===== config.mk =====
export PLATFORM = sky130hd
export DESIGN_NAME = ccu_top
export DESIGN_NICKNAME = d
export VERILOG_FILES = /design/src/logic/ccu_pkg.sv /design/src/logic/ccu_top.sv
export VERILOG_INCLUDE_DIRS = /design/src /design/src/logic
export SDC_FILE = /design/constraint.sdc
export NUM_CORES = 1
export LEC_CHECK = 0
export BUFFER_PORTS_ARGS = -buffer_cell sky130_fd_sc_hd__buf_2
export CAP_MARGIN = 20
export CORE_UTILIZATION = 57
export CTS_CLUSTER_DIAMETER = 50
export DETAILED_ROUTE_END_ITERATION = 8
export GPL_TIMING_DRIVEN = 0
export PLACE_DENSITY = 0.86
export SYNTH_ARGS = -nofsm -noshare
export SYNTH_HDL_FRONTEND = slang
export SYNTH_SLANG_ARGS = --single-unit

===== constraint.sdc =====
create_clock -name ref_clk -period 4.6 [get_ports ref_clk]
set_clock_uncertainty 0.15 [all_clocks]
set_input_delay 0.23 -clock ref_clk [delete_from_list [all_inputs] [get_ports ref_clk]]
set_output_delay 0.23 -clock ref_clk [all_outputs]
set_load 0.1 [all_outputs]

===== src/logic/ccu_cfg.svh =====
`ifndef CCU_CFG_SVH
`define CCU_CFG_SVH

// Register indexes, byte address is four times the index
`define CCU_IDX_FLAGS     8'h0c
`define CCU_IDX_VAL_LO    8'h15
`define CCU_IDX_VAL_HI    8'h16
`define CCU_IDX_CTRL      8'h17
`define CCU_IDX_PINCFG    8'h20
`define CCU_IDX_ENABLES   8'h8c

// Reset values
`define CCU_RST_FLAGS     8'h00
`define CCU_RST_CTRL      8'h00
`define CCU_RST_ENABLES   8'h00
`define CCU_RST_VALUE     16'h0000
`define CCU_RST_PINCFG    8'h0c

// Field positions
`define CCU_FLAG_BIT      2
`define CCU_FLAGS_MASK    8'h4f
`define CCU_ENABLES_MASK  8'h4f
`define CCU_CTRL_MASK     8'h3f
`define CCU_DUTY_LSB      4
`define CCU_PIN_SEL_BIT   0
`define CCU_DIR2_BIT      2
`define CCU_DIR3_BIT      3
`define CCU_DAT2_BIT      4
`define CCU_DAT3_BIT      5
`define CCU_PINCFG_MASK   8'h3d

// Capture prescale terminal counts
`define CCU_PS4_LAST      2'h3
`define CCU_PS16_LAST     4'hf

`endif


===== src/logic/ccu_pkg.sv =====
package ccu_pkg;

  typedef enum logic [3:0] {
    CCU_OFF      = 4'b0000,
    CCU_CAP_FALL = 4'b0100,
    CCU_CAP_RISE = 4'b0101,
    CCU_CAP_4TH  = 4'b0110,
    CCU_CAP_16TH = 4'b0111,
    CCU_CMP_SET  = 4'b1000,
    CCU_CMP_CLR  = 4'b1001,
    CCU_CMP_SOFT = 4'b1010,
    CCU_CMP_TRIG = 4'b1011
  } ccu_mode_t;

  typedef struct packed {
    logic        cyc;
    logic        stb;
    logic        we;
    logic [11:0] adr;
    logic [3:0]  sel;
    logic [31:0] dat;
  } ccu_wb_req_t;

  typedef struct packed {
    logic        ack;
    logic [31:0] dat;
  } ccu_wb_rsp_t;

  typedef struct packed {
    logic out;
    logic oe_n;
  } ccu_pin_drv_t;

endpackage : ccu_pkg


===== src/logic/ccu_top.sv =====
// Behaviour
// (RL1) Mode 0000 disables the unit and resets its state and prescaler.
// (RL2) Capture modes: 0100 falling, 0101 rising, 0110 4th rising, 0111 16th rising.
// (RL3) Mode 1000: compare match drives pin high and sets event flag.
// (RL4) Mode 1001: compare match drives pin low and sets event flag.
// (RL5) Mode 1010: compare match only sets event flag, pin untouched.
// (RL6) Mode 1011: match sets flag, clears timer one, starts conversion if enabled.
// (RL7) Modes 11xx are PWM; control bits 5-4 hold duty low bits.
// (RL8) Control bits 7-6 are unimplemented and read zero.
// (RL9) Capture copies the 16-bit timer one count into the value pair.
// (RL10) Each capture sets event flag bit 2; only software clears it.
// (RL11) A new capture overwrites an unread earlier value.
// (RL12) With event pin as output, a port write can trigger capture.
// (RL13) Software makes the event pin an input for capture.
// (RL14) Software runs timer one synchronously when capture is used.
// (RL15) Capture mode change may raise a spurious flag; software clears it.
// (RL16) Prescaler counter clears when unit off or not capturing, so on reset.
// (RL17) Switching capture prescale directly keeps the counter and may set flag.
// (RL18) Compare mode compares value pair with timer one, acts on equality.
// (RL19) Event pin is port B bit 2 or bit 3 per location select.
// (RL20) Capture and compare use timer one, PWM uses timer two.
// (RL21) Writing zero to control forces compare output latch low.
// (RL22) Special event trigger clears timer one without overflow flag.
// (RL23) A match fires once per equal timer value, not while it holds.
`timescale 1ns/1ps
`include "ccu_cfg.svh"

module ccu_top
  import ccu_pkg::*;
(
  input  wire logic         ref_clk,
  input  wire logic         rstn,
  input  wire ccu_wb_req_t  wb_req,
  output ccu_wb_rsp_t       wb_rsp,
  input  wire logic [15:0]  timer_one_count,
  output logic              timer_one_clear,
  input  wire logic         adc_enable,
  output logic              adc_start,
  input  wire logic [7:0]   timer_two_count,
  input  wire logic [1:0]   timer_two_phase,
  input  wire logic         timer_two_period_match,
  input  wire logic         port_b_bit2_in,
  output ccu_pin_drv_t      port_b_bit2,
  input  wire logic         port_b_bit3_in,
  output ccu_pin_drv_t      port_b_bit3
);

  function automatic logic is_capture(input logic [3:0] m);
    is_capture = (m[3:2] == 2'b01);
  endfunction : is_capture

  function automatic logic is_compare(input logic [3:0] m);
    is_compare = (m[3:2] == 2'b10);
  endfunction : is_compare

  function automatic logic is_pwm(input logic [3:0] m);
    is_pwm = (m[3:2] == 2'b11);
  endfunction : is_pwm

  // Reset release
  logic        rst_s1;
  logic        rst_n_sync;

  always_ff @(posedge ref_clk or negedge rstn)
  begin
    if (!rstn)
    begin
      rst_s1     <= 1'b0;
      rst_n_sync <= 1'b0;
    end
    else
    begin
      rst_s1     <= 1'b1;
      rst_n_sync <= rst_s1;
    end
  end

  // Registers
  logic [7:0]  flags;
  logic [7:0]  enables;
  logic [7:0]  ctrl;
  logic [7:0]  pincfg;
  logic [15:0] value;
  logic [1:0]  duty_latch;
  logic        cmp_out;
  logic [3:0]  presc_cnt;
  logic [15:0] last_hit;
  logic        hit_valid;

  logic [3:0]  mode;
  logic [7:0]  idx;
  logic        bus_req;
  logic        wr;
  logic        cap_fire;
  logic        cmp_fire;
  logic        cmp_eq;
  logic        ack_q;
  logic [31:0] rdat_q;

  assign mode    = ctrl[3:0];
  assign idx     = wb_req.adr[9:2];
  assign bus_req = wb_req.cyc && wb_req.stb;
  assign wr      = bus_req && wb_req.we && ack_q && wb_req.sel[0];
  assign wb_rsp  = '{ack: ack_q, dat: rdat_q};

  // Bus answer, one cycle after request
  always_ff @(posedge ref_clk or negedge rst_n_sync)
  begin
    if (!rst_n_sync)
      ack_q <= 1'b0;
    else
      ack_q <= bus_req && !ack_q;
  end

  always_ff @(posedge ref_clk or negedge rst_n_sync)
  begin
    if (!rst_n_sync)
      rdat_q <= 32'h0000_0000;
    else if (bus_req && !ack_q && !wb_req.we)
    begin
      unique case (idx)
        `CCU_IDX_FLAGS:   rdat_q <= {24'h00_0000, flags};
        `CCU_IDX_ENABLES: rdat_q <= {24'h00_0000, enables};
        `CCU_IDX_CTRL:    rdat_q <= {24'h00_0000, ctrl & `CCU_CTRL_MASK}; // [RL8]
        `CCU_IDX_VAL_LO:  rdat_q <= {24'h00_0000, value[7:0]};
        `CCU_IDX_VAL_HI:  rdat_q <= {24'h00_0000, value[15:8]};
        `CCU_IDX_PINCFG:  rdat_q <= {24'h00_0000, pincfg};
        default:          rdat_q <= 32'h0000_0000;
      endcase
    end
  end

  // Control register
  always_ff @(posedge ref_clk or negedge rst_n_sync)
  begin
    if (!rst_n_sync)
      ctrl <= `CCU_RST_CTRL;
    else if (wr && idx == `CCU_IDX_CTRL)
      ctrl <= wb_req.dat[7:0] & `CCU_CTRL_MASK; // [RL8]
  end

  always_ff @(posedge ref_clk or negedge rst_n_sync)
  begin
    if (!rst_n_sync)
      enables <= `CCU_RST_ENABLES;
    else if (wr && idx == `CCU_IDX_ENABLES)
      enables <= wb_req.dat[7:0] & `CCU_ENABLES_MASK;
  end

  // Pin location, direction and port data latch
  always_ff @(posedge ref_clk or negedge rst_n_sync)
  begin
    if (!rst_n_sync)
      pincfg <= `CCU_RST_PINCFG;
    else if (wr && idx == `CCU_IDX_PINCFG)
      pincfg <= wb_req.dat[7:0] & `CCU_PINCFG_MASK;
  end

  // Pin synchronisers
  logic [1:0] pin_s1;
  logic [1:0] pin_s2;

  always_ff @(posedge ref_clk or negedge rst_n_sync)
  begin
    if (!rst_n_sync)
    begin
      pin_s1 <= 2'b00;
      pin_s2 <= 2'b00;
    end
    else
    begin
      pin_s1 <= {port_b_bit3_in, port_b_bit2_in};
      pin_s2 <= pin_s1;
    end
  end

  // Event pin routing
  logic pin_sel3;
  logic pin_dir;
  logic pin_dat;
  logic pin_level;
  logic pin_prev;
  logic pin_rise;
  logic pin_fall;

  assign pin_sel3  = !pincfg[`CCU_PIN_SEL_BIT]; // [RL19]
  assign pin_dir   = pin_sel3 ? pincfg[`CCU_DIR3_BIT] : pincfg[`CCU_DIR2_BIT];
  assign pin_dat   = pin_sel3 ? pincfg[`CCU_DAT3_BIT] : pincfg[`CCU_DAT2_BIT];
  assign pin_level = pin_dir ? (pin_sel3 ? pin_s2[1] : pin_s2[0]) : pin_dat; // [RL12]
  assign pin_rise  = pin_level && !pin_prev;
  assign pin_fall  = !pin_level && pin_prev;

  always_ff @(posedge ref_clk or negedge rst_n_sync)
  begin
    if (!rst_n_sync)
      pin_prev <= 1'b0;
    else
      pin_prev <= pin_level;
  end

  // Capture prescaler, kept across prescale changes
  always_ff @(posedge ref_clk or negedge rst_n_sync)
  begin
    if (!rst_n_sync)
      presc_cnt <= 4'h0;
    else if (!is_capture(mode))
      presc_cnt <= 4'h0; // [RL1] [RL16] [RL17]
    else if (pin_rise)
      presc_cnt <= presc_cnt + 4'h1;
  end

  always_comb
  begin
    unique case (mode)
      CCU_CAP_FALL: cap_fire = pin_fall; // [RL2]
      CCU_CAP_RISE: cap_fire = pin_rise;
      CCU_CAP_4TH:  cap_fire = pin_rise && presc_cnt[1:0] == `CCU_PS4_LAST;
      CCU_CAP_16TH: cap_fire = pin_rise && presc_cnt == `CCU_PS16_LAST;
      default:      cap_fire = 1'b0;
    endcase
  end

  // Compare against timer one, once per equal count
  assign cmp_eq   = is_compare(mode) && value == timer_one_count; // [RL18] [RL20]
  assign cmp_fire = cmp_eq && !(hit_valid && last_hit == timer_one_count); // [RL23]

  always_ff @(posedge ref_clk or negedge rst_n_sync)
  begin
    if (!rst_n_sync)
    begin
      hit_valid <= 1'b0;
      last_hit  <= `CCU_RST_VALUE;
    end
    else if (!cmp_eq)
      hit_valid <= 1'b0;
    else
    begin
      hit_valid <= 1'b1;
      last_hit  <= timer_one_count;
    end
  end

  // Value register pair
  logic wr_lo;
  logic wr_hi;

  assign wr_lo = wr && idx == `CCU_IDX_VAL_LO;
  assign wr_hi = wr && idx == `CCU_IDX_VAL_HI && !is_pwm(mode);

  always_ff @(posedge ref_clk or negedge rst_n_sync)
  begin
    if (!rst_n_sync)
      value <= `CCU_RST_VALUE;
    else if (cap_fire)
      value <= timer_one_count; // [RL9] [RL11] [RL20]
    else
    begin
      if (wr_lo)
        value[7:0] <= wb_req.dat[7:0];
      if (wr_hi)
        value[15:8] <= wb_req.dat[7:0];
      else if (is_pwm(mode) && timer_two_period_match)
        value[15:8] <= value[7:0]; // [RL7]
    end
  end

  always_ff @(posedge ref_clk or negedge rst_n_sync)
  begin
    if (!rst_n_sync)
      duty_latch <= 2'b00;
    else if (is_pwm(mode) && timer_two_period_match)
      duty_latch <= ctrl[`CCU_DUTY_LSB +: 2]; // [RL7]
  end

  // Compare and PWM output latch
  logic pwm_end;
  logic duty_zero;

  assign duty_zero = value[7:0] == 8'h00 && ctrl[`CCU_DUTY_LSB +: 2] == 2'b00;
  assign pwm_end   = {value[15:8], duty_latch} == {timer_two_count, timer_two_phase};

  always_ff @(posedge ref_clk or negedge rst_n_sync)
  begin
    if (!rst_n_sync)
      cmp_out <= 1'b0;
    else if (mode == CCU_OFF)
      cmp_out <= 1'b0; // [RL1] [RL21]
    else if (cmp_fire && mode == CCU_CMP_SET)
      cmp_out <= 1'b1; // [RL3]
    else if (cmp_fire && mode == CCU_CMP_CLR)
      cmp_out <= 1'b0; // [RL4]
    else if (is_pwm(mode) && timer_two_period_match)
      cmp_out <= !duty_zero; // [RL20]
    else if (is_pwm(mode) && pwm_end)
      cmp_out <= 1'b0;
  end

  // Event flags, hardware set wins over software clear
  always_ff @(posedge ref_clk or negedge rst_n_sync)
  begin
    if (!rst_n_sync)
      flags <= `CCU_RST_FLAGS;
    else
    begin
      if (wr && idx == `CCU_IDX_FLAGS)
        flags <= wb_req.dat[7:0] & `CCU_FLAGS_MASK;
      if (cap_fire || cmp_fire)
        flags[`CCU_FLAG_BIT] <= 1'b1; // [RL10] [RL15] [RL3] [RL4] [RL5] [RL6]
    end
  end

  // Special event trigger
  always_ff @(posedge ref_clk or negedge rst_n_sync)
  begin
    if (!rst_n_sync)
    begin
      timer_one_clear <= 1'b0;
      adc_start       <= 1'b0;
    end
    else
    begin
      timer_one_clear <= cmp_fire && mode == CCU_CMP_TRIG; // [RL6] [RL22]
      adc_start       <= cmp_fire && mode == CCU_CMP_TRIG && adc_enable; // [RL6]
    end
  end

  // Pin drivers, enable low while driving
  logic drive_latch;

  assign drive_latch = is_compare(mode) || is_pwm(mode);

  always_ff @(posedge ref_clk or negedge rst_n_sync)
  begin
    if (!rst_n_sync)
    begin
      port_b_bit2 <= '{out: 1'b0, oe_n: 1'b1};
      port_b_bit3 <= '{out: 1'b0, oe_n: 1'b1};
    end
    else
    begin
      port_b_bit2.oe_n <= pincfg[`CCU_DIR2_BIT];
      port_b_bit3.oe_n <= pincfg[`CCU_DIR3_BIT];
      port_b_bit2.out  <= (drive_latch && !pin_sel3) ? cmp_out : pincfg[`CCU_DAT2_BIT];
      port_b_bit3.out  <= (drive_latch && pin_sel3) ? cmp_out : pincfg[`CCU_DAT3_BIT]; // [RL19]
    end
  end
endmodule : ccu_top


### Word level (Yosys, flattened, before mapping)

Index checks and enable logic that the tools add are counted.
W data, S select, Z words.

* add/sub/neg operators: 1
* multiply operators: 0
* div/mod/pow operators: 0
* order comparisons: 0
* equality and inequality tests: 22
* shifts and indexed selects: 0
* muxes and demuxes: 22
* bitwise gates (word level): 0
* reductions and logical operators: 46

Operators with widths (number)
* $pmux W8 S6: 1
* $eq A16 B16 Y1: 2
* $logic_and A1 B1 Y1: 29
* $eq A8 B5 Y1 const B: 3
* $mux W8: 3
* $eq A4 B3 Y1 const B: 4
* $eq A4 B4 Y1 const B: 4
* $mux W16: 1
* $mux W1: 13
* $eq A10 B10 Y1: 1
* $eq A8 B4 Y1 const B: 1
* $eq A8 B6 Y1 const B: 1
* $eq A8 B8 Y1 const B: 1
* $logic_not A1 Y1: 8
* $logic_not A8 Y1: 1
* $mux W4: 2
* $eq A2 B2 Y1 const B: 3
* $reduce_bool A5 Y1: 1
* $add A4 B1 Y4 const B: 1
* $logic_not A4 Y1: 1
* $pmux W1 S4: 1
* $reduce_bool A2 Y1: 2
* $mux W3: 1
* $reduce_bool A3 Y1: 1
* other kinds (4): 5

* flip-flop bits (word level): 107
* latch bits: 0
* bits in writable memories: 0
* bits in read-only memories: 0
* input port bits: 83
* output and inout port bits: 39
* memories kept: 0

### Depth between registers and ports, before layout

Gate-level depths: netlist of the first run.

* depth after elaboration: 8
* gate-level depth with buffers: 8
* depth with buffers taken out: 7

### Least setup slack after synthesis of the first run

Ideal clock, no wire load.

* path kind: input to register
* from: in wb_req[38] (netlist name)
* to: reg flags[2]
* setup time: 131 ps
* arrival: 1757 ps
* required time: 4319 ps
* setup slack: 2561 ps
* stages on the path: 7
* buffers on the path: 1
* cells stage by stage: buf_6 > nor3_1 > nand3_1 > nor3_4 > and2b_4 > mux2_2 > or3_1

* word-level cells in the longest chain between the ends: 3

Ends and longest elaborated chain
* from (decl): line ccu_top.sv:33 `input wire ccu_wb_req_t wb_req,`
* $eq A8 B4 Y1 (no source line)
* $logic_and A1 B1 Y1 (no source line)
* $reduce_bool A2 Y1 (no source line)
* to (signal assigned): line ccu_top.sv:302 `` flags <= `CCU_RST_FLAGS; ``
* to (signal assigned): line ccu_top.sv:306 `` flags <= wb_req.dat[7:0] & `CCU_FLAGS_MASK; ``
* to (decl): line ccu_top.sv:79 `logic [7:0] flags;`

Every way passes these cells.
A chain may end at the register's enable or synchronous reset.

### Final worst setup path of the first run

* from: reg pincfg[2]
* to: reg value[10]

* word-level cells in the longest chain between the ends: 6
* elaborated cells on any way between the ends: 10

Ends and longest elaborated chain
* from (decl): line ccu_top.sv:82 `logic [7:0] pincfg;`
* from (signal assigned): line ccu_top.sv:154 `` pincfg <= `CCU_RST_PINCFG; ``
* from (signal assigned): line ccu_top.sv:156 `` pincfg <= wb_req.dat[7:0] & `CCU_PINCFG_MASK; ``
* $mux W1 (*): line ccu_top.sv:187 `` assign pin_dir = pin_sel3 ? pincfg[`CCU_DIR3_BIT] : pincfg[`CCU_DIR2_BIT]; ``
* $mux W1 (*): line ccu_top.sv:189 `assign pin_level = pin_dir ? (pin_sel3 ? pin_s2[1] : pin_s2[0]) : pin_dat;`
* net pin_level: line ccu_top.sv:181 `logic pin_level;`
* $logic_and A1 B1 Y1 or $logic_not A1 Y1 (tied branches): line ccu_top.sv:190, ccu_top.sv:191
* $logic_and A1 B1 Y1, on equally long branches
* $pmux W1 S4 (*): line ccu_top.sv:214 `unique case (mode)`
* $reduce_bool A3 Y1 (no source line) or $mux W16 (tied branches)
* to (signal assigned): line ccu_top.sv:253 `` value <= `CCU_RST_VALUE; ``
* to (signal assigned): line ccu_top.sv:255 `value <= timer_one_count;`
* to (signal assigned): line ccu_top.sv:261 `value[15:8] <= wb_req.dat[7:0];`
* to (decl): line ccu_top.sv:83 `logic [15:0] value;`

The timed path passes the listed nets; every way through them passes the cells marked *.

==> reports/qor.yml, run 1 <==
run_status:
  status: "finished clean"
timing:
  final_hold_viol_count: 0
  totalNegativeSetupSlack_ns: 0
  final_worst_setup_slack_ns: 2.314
  report.final.slew_viol_count: 0
  layout_min_cycle_time_ns: 2.286
  max-slew-margin-rel_pct: 59.65
  finalSetupViolations: 0
  timing.fmax_ghz: 0.4375
  unrepaired_setup_endpoints_after_global_routing: "no"
  post-route-period-util_pct: 49.69
  tightest_slew_ns: 0.5975
yosys:
  ys_dominant_reg_cell: "sky130_fd_sc_hd__dfrtp_1"
  ys_seq_area_share_pct: 45.78
  synth_enable_flop_cells: 0
  netlist.area_leader.share_pct: 43.47
  synthDistinctLibCells: 58
  postSynthAreaPerCell_um2: 11.31
  synth_area_um2: 4548
  top_count_cell_post_synth: "sky130_fd_sc_hd__dfrtp_1"
  postSynthRegisterBits: 83
  syn-instance-count: 402
  post-synth-top-area-cell: "sky130_fd_sc_hd__dfrtp_1"
  synth-async-reset-ratio_pct: 100.0
  post_synth_main_area_contributors: "sky130_fd_sc_hd__dfrtp_1 (43%), sky130_fd_sc_hd__mux2_2 (12%), sky130_fd_sc_hd__xnor2_1 (6.7%)"
  commonest_cells_in_the_netlist: "sky130_fd_sc_hd__dfrtp_1 (79), sky130_fd_sc_hd__mux2_2 (47), sky130_fd_sc_hd__nand2_1 (35), sky130_fd_sc_hd__xnor2_1 (35), sky130_fd_sc_hd__buf_4 (28)"
  synth.yosys.warnings: 0
layout:
  stdcell_count: 618
  drive_above_1_share_pct: 35.27
  fin_nets: 595
  n_antenna_cell: 0
  area_added_between_synthesis_and_finish_pct: 19.59
  post-route-util_pct: 70.39
worst_setup_path:
  cp_max_fo: 10
  cp.arrival_ns: 2.37
  crit_path_start_kind: "flip-flop"
  worst-endpoint-required_ns: 4.68
  cp_class: "flip-flop to flip-flop"
  endpoint_kind: "flip-flop"
pwr:
  peakVddDrop_uv: 230.8
  power.combinational.fraction_pct: 13.1
  share_seq_of_total_power_pct: 48.1
  power_per_cell_area_nw_per_um2: 282.9
  power.switching_fraction_pct: 28.23
  p_leak_uw: 0.002650
  internal_power_uw: 1104
  share_clk_of_total_power_pct: 38.8
  power_switching_uw: 434.2
place:
  dpl_worst_slack_ns: 2.276
  place_congestion: 0.8780
  placedCellCount: 593
  place_hpwl_um: 7798
  io_buffer_count: 65
cts:
  cts_made_buffers: 9
  clock_insertion_delay_worst_skew_ns: 0.36
  cts_root_buffer: "sky130_fd_sc_hd__clkbuf_8"
  cts.sinks: 83
  cts_tree: "built"
  clock_tree.buffer_depth: 2
  cts.reportedPaths.clkPinSlew_ns: 0.09
  clock_tree.htree_level_count: 3
grt:
  global_route.usage.total_pct: 26.98
  grt_pass1_wl_um: 17040
  antenna_found_initial: 0
  first_global_vias: 3578
  grt_overflow: 0
  largest_net_degree_at_the_start_of_global_routing: 58
die:
  core_area_um2: 7727
  rows: 32
  initial_core_util_pct: 58.86
  fp.dieW_um: 91.33
  top_level_ports: 122
  die_y_um: 91.33
  die-area_um2: 8340
flow_run:
  maxCapViolations: 0
drt:
  drc: 0
  post_drt_via_cell_ratio: 5.482
  routed_wire_length_per_instance_um: 16.71
  detail_route.wirelength_um: 10330
  dr_total_vias: 3388
  antenna_violating_nets_post_route: 0
  count_of_tritonroute_iterations_in_the_first_routing_pass: 5
  dr.first_iter.drc_count: 203
hold_path:
  min_path_type: "input port to flip-flop"
==> placed cells by master, fill, tap and decap left out, types with 9 or more instances in the layout <==
master	netlist	routed
sky130_fd_sc_hd__clkbuf_8	0	9
sky130_fd_sc_hd__nor2_1	9	9
sky130_fd_sc_hd__o21ai_1	16	16
sky130_fd_sc_hd__buf_4	28	28
sky130_fd_sc_hd__nand4_1	12	12
sky130_fd_sc_hd__dfrtp_1	79	78
sky130_fd_sc_hd__o21ai_0	9	9
sky130_fd_sc_hd__xor2_1	10	10
sky130_fd_sc_hd__buf_2	2	67
sky130_fd_sc_hd__mux2_2	47	47
sky130_fd_sc_hd__nand2_1	35	35
sky130_fd_sc_hd__mux2i_1	21	21
sky130_fd_sc_hd__conb_1	2	25
sky130_fd_sc_hd__xnor2_1	35	35
sky130_fd_sc_hd__dlygate4sd3_1	0	9
==> metrics by stage <==
| step | area, µm² | hold WS [ns] | total power (µW) |
|---|---|---|---|
| 6_report | 5439 | 0.005787 | 1538 |
| 3_5_place_dp | 5119 | -0.1330 | 949.3 |
| 4_1_cts | 5439 | 0.00003980 | 1545 |
| 2_1_floorplan | 4634 | -0.2156 | 895.8 |
| 3_3_place_gp | 5087 | -0.1349 | 943.4 |
| 5_1_grt | 5439 | 0.007955 | 1595 |
==> cell type report <==
class                   count  area (µm²)
clock buffers               9       123.9
fillers                   581        2288
flip-flops and latches     83        2086
repair buffers             75       442.9
multi-input cells         298        2265
clock inverters             7       106.4
plain buffers              39       269.0
inverters                   5       18.77
well taps                 102       127.6
==> flip-flops by register name, indices dropped and copies added (netlist names), 4 cells and up <==
register,flops
enables,5
presc_cnt,4
ctrl,6
value,16
rdat_q,8
last_hit,16
flags,5
pincfg,5
==> layer usage <==
metal  global-route usage [%]  routed length [µm]
met1                    33.35                4262
met4                    11.24                 216
met2                    46.84                5288
met5                        0                   0
met3                    4.523                 557
==> logic make-up after synthesis <==
logic type	after synthesis	share of synthesized area, %
XOR/XNOR	45	8.666
AO/OA/AOI/OAI	51	7.703
other	2	0.1651
buffers and inverters	44	6.327
flip-flops	83	45.78
AND/OR/NAND/NOR	103	13.59
multiplexers	73	17.50
adder cells (fa/ha/maj)	1	0.2751
==> power by group through the flow <==
stage	combinational, µW	clock [µW]	sequential, µW
2_1_floorplan	136	0	759
3_3_place_gp	181	0	763
3_5_place_dp	195	0	755
4_1_cts	201	604	740
5_1_grt	213	641	741
6_report	202	597	740
==> critical path, cell delays in order (launching register included) <==
cell and delay (ns):
sky130_fd_sc_hd__dfstp_2 0.57, sky130_fd_sc_hd__mux2i_1 0.20, sky130_fd_sc_hd__mux2i_1 0.16, sky130_fd_sc_hd__or4_4 0.46, sky130_fd_sc_hd__a21oi_4 0.24, sky130_fd_sc_hd__buf_2 0.27, sky130_fd_sc_hd__o21ai_1 0.11
==> path summary, 6_finish.rpt <==
kind | from | end | slack (ns) | cells after the start
worst max-delay path | pincfg[2] | value[10] | 2.31 | 6
worst min-delay path | timer_one_count[3] | value[3] | 0.006 | 3
worst max register to register | pincfg[2] | value[10] | 2.31 | 6
worst min register to register | rst_n_sync | last_hit[14] | 0.09 | 0
max in group asynchronous | rst_n_sync | pincfg[2] | 3.59 | 1
min in group asynchronous | rstn | rst_n_sync | 0.03 | 2
==> what timing repair did <==
item	in CTS	in global routing
hold buffers	9	0
resized for setup	0	0
setup buffers	0	0
hold endpoints to repair	10	0
Note: power is estimated with default switching activity, not from simulation.
==> inputs of run 2 (changes only) <==
ABC_AREA = 1   (was unset)
CORE_UTILIZATION = 54   (was 57)
PLACE_DENSITY = 0.81   (was 0.86)
clock period = 2.2 ns   (was 4.6 ns; I/O delays follow)
==> run 2 against run 1 <==
- the flow now finishes with violations (design-rule violations)
- clock power increased by 120%
- largest power group unchanged
- non-clock buffer count increased by 23
- sequential share of layout area decreased by 4.2 points
- global-route usage increased by 4.0 points
- worst hold slack improved by 0.031 ns
- critical endpoint is now enables[1]
- cell count increased by 50%
- wire length increased by 37%
==> reports/qor.yml, run 2 <==
run_status:
  status: "finished, violations left"
  violations: "design-rule violations"
yosys:
  ys_dominant_reg_cell: "sky130_fd_sc_hd__dfrtp_1"
  postSynthAreaPerCell_um2: 7.277
  postSynthRegisterBits: 83
  synth.yosys.warnings: 0
  post-synth-top-area-cell: "sky130_fd_sc_hd__dfrtp_1"
  top_count_cell_post_synth: "sky130_fd_sc_hd__nand2_1"
  synthDistinctLibCells: 42
  syn-instance-count: 684
  synth-async-reset-ratio_pct: 100.0
  synth_area_um2: 4977
  synth_enable_flop_cells: 0
  ys_seq_area_share_pct: 41.83
  commonest_cells_in_the_netlist: "sky130_fd_sc_hd__nand2_1 (185), sky130_fd_sc_hd__inv_1 (86), sky130_fd_sc_hd__dfrtp_1 (79), sky130_fd_sc_hd__nor2_1 (72), sky130_fd_sc_hd__o21ai_0 (52)"
  post_synth_main_area_contributors: "sky130_fd_sc_hd__dfrtp_1 (40%), sky130_fd_sc_hd__nand2_1 (14%), sky130_fd_sc_hd__inv_1 (6.5%)"
  netlist.area_leader.share_pct: 39.72
layout:
  n_antenna_cell: 0
  drive_above_1_share_pct: 19.71
  post-route-util_pct: 69.38
  sequential_cell_area_um2: 2086
  layout.cells.most_common: "sky130_fd_sc_hd__nand2_1"
  multi_input_comb_area_um2: 2351
  area_added_between_synthesis_and_finish_pct: 22.75
  layout_top_registers: "last_hit (16), value (16), rdat_q (8)"
  layout.cells.most_common_list: "sky130_fd_sc_hd__nand2_1 (185), sky130_fd_sc_hd__inv_1 (86), sky130_fd_sc_hd__dfrtp_1 (78), sky130_fd_sc_hd__buf_2 (73), sky130_fd_sc_hd__nor2_1 (72)"
  fin_nets: 901
  fillerInstances: 745
pwr:
  p_leak_uw: 0.003205
  peakVddDrop_uv: 378.0
  power_per_cell_area_nw_per_um2: 562.4
  totalPowerFinal_uw: 3436
worst_setup_path:
  critPathCapture: "enables[1]"
  worst-endpoint-required_ns: 2.33
  worstReg2RegStart: "ctrl[2]"
  cp_class: "input port to flip-flop"
  depth_of_the_most_critical_reg_to_reg_path: 7
  endpoint_kind: "flip-flop"
  cp_max_fo: 10
  crit_path_start_kind: "input port"
  cp.arrival_ns: 2.13
  reg2reg_setup_slack_ns: 0.24
  timing.rr.end: "last_hit[2]"
  crit_start: "wb_req[49]"
timing:
  finalSetupViolations: 0
  unrepaired_setup_endpoints_after_global_routing: "no"
  final_hold_viol_count: 0
  report.final.slew_viol_count: 0
  timing.fmax_ghz: 0.4991
  layout_min_cycle_time_ns: 2.004
  max-slew-margin-rel_pct: 66.84
  tightest_slew_ns: 0.4946
  totalNegativeSetupSlack_ns: 0
  post-route-period-util_pct: 91.08
grt:
  grt_pass1_wl_um: 22950
  antenna_found_initial: 0
  first_global_vias: 4622
  largest_net_degree_at_the_start_of_global_routing: 60
  grt_overflow: 0
  global_route.usage.total_pct: 30.98
cts:
  cts_tree: "built"
  clock_insertion_delay_worst_skew_ns: 0.37
  clock_tree.htree_level_count: 3
  cts_made_buffers: 9
  clock_tree.buffer_depth: 2
  cts_root_buffer: "sky130_fd_sc_hd__clkbuf_8"
  cts.reportedPaths.clkPinSlew_ns: 0.09
  cts.sinks: 83
  number_of_gates_resized_after_cts: 0
drt:
  dr_total_vias: 4923
  post_drt_via_cell_ratio: 5.294
  routed_wire_length_per_instance_um: 15.19
  antenna_violating_nets_post_route: 0
  count_of_tritonroute_iterations_in_the_first_routing_pass: 7
  dr.first_iter.drc_count: 419
  drc: 7
  detail_route.wirelength_um: 14130
die:
  core_area_um2: 8806
  die-area_um2: 9605
  die_y_um: 98.01
  rows: 34
  initial_core_util_pct: 56.52
  top_level_ports: 122
  fp.dieW_um: 98.01
place:
  io_buffer_count: 66
  place_congestion: 0.9556
  place_hpwl_um: 10810
hold_path:
  min_path_type: "input port to flip-flop"
  whs_path_depth: 5
flow_run:
  maxCapViolations: 0
## run 2: cell types whose count changed in the layout (fill, tap and decap cells not counted), sizes merged, moves of 7 or more
| cell | before | now |
|---|---|---|
| nand2 | 35 | 192 |
| inv | 8 | 96 |
| nor2 | 11 | 76 |
| mux2 | 52 | 0 |
| o21ai | 25 | 69 |
| nand3 | 9 | 44 |
| xnor2 | 35 | 8 |
| dlygate4sd3 | 9 | 32 |
| mux2i | 21 | 0 |
| o211ai | 0 | 10 |
| o22ai | 1 | 10 |
| xor2 | 10 | 3 |
## run 2: kinds of logic (layout without fill, tap and decap cells)
group                      count (synthesis)  count (layout)  share of synthesized area (%)
and+or+nand+nor                          355             355                          31.60
xor gates and xnor gates                  11              11                          1.936
other                                      2              25                         0.1509
adders and majority gates                  1               1                         0.2513
buffers and inverters                    132             247                          12.67
DFF                                       83              83                          41.83
AOI/OAI and AO/OA                        100             100                          11.56
## run 2: where the power goes
group          leakage (µW)  internal [µW]  total (µW)  switching (µW)
Clock              0.000112            657        1290             631
Sequential          0.00103           1550        1580            32.1
Combinational       0.00206            170         567             397
## run 2: routing by layer
metal	share of wire, %	wire length, µm	GRT usage, %
met4	1.6	221	9.091
met1	45	6307	44.22
met3	7.8	1099	5.655
met5	0	0	0
met2	46	6503	48.27
## run 2: how the worst min path moves through the flow
| stage | startpoint | to |
|---|---|---|
| 6_report | wb_req[50] | rdat_q[7] |
| 5_1_grt | wb_req[50] | rdat_q[7] |
| 4_1_cts | wb_req[50] | rdat_q[7] |
| 3_5_place_dp | rstn | rst_s1 |
| 3_3_place_gp | rstn | rst_s1 |
| 2_1_floorplan | rstn | rst_n_sync |
## run 2: area by class of cell
| class | count | area share, % |
|---|---|---|
| Clock buffer | 9 | 2.027 |
| Clock inverter | 7 | 1.720 |
| Multi-Input combinational cell | 492 | 38.48 |
| Inverter | 94 | 5.775 |
| Timing Repair Buffer | 99 | 11.10 |
| Buffer | 38 | 4.546 |
| Tap cell | 108 | 2.212 |
| Sequential cell | 83 | 34.14 |
## run 2: stage by stage
step	hold slack, ns	setup WS [ns]	instances	area [µm²]
floorplan	-0.3356	0.5389	707	5065
global placement	-0.2559	0.1544	881	5530
detailed placement	-0.2533	0.2493	882	5560
CTS	0.02352	0.2313	930	6110
global route	0.07067	0.04778	930	6110
finish	0.03664	0.1963	930	6110
## run 2: repair_timing
action	in CTS	in global routing
setup buffers	0	0
endpoints found under the hold margin	56	0
hold buffers	32	0
## run 2: critical path, cell delays in order
cell and delay, ns:
sky130_fd_sc_hd__dlygate4sd3_1 0.54, sky130_fd_sc_hd__buf_2 0.10, sky130_fd_sc_hd__nand2_1 0.08, sky130_fd_sc_hd__inv_1 0.07, sky130_fd_sc_hd__nand4_1 0.26, sky130_fd_sc_hd__inv_1 0.20
sky130_fd_sc_hd__buf_2 0.26, sky130_fd_sc_hd__nand2_1 0.23, sky130_fd_sc_hd__o21ai_0 0.26
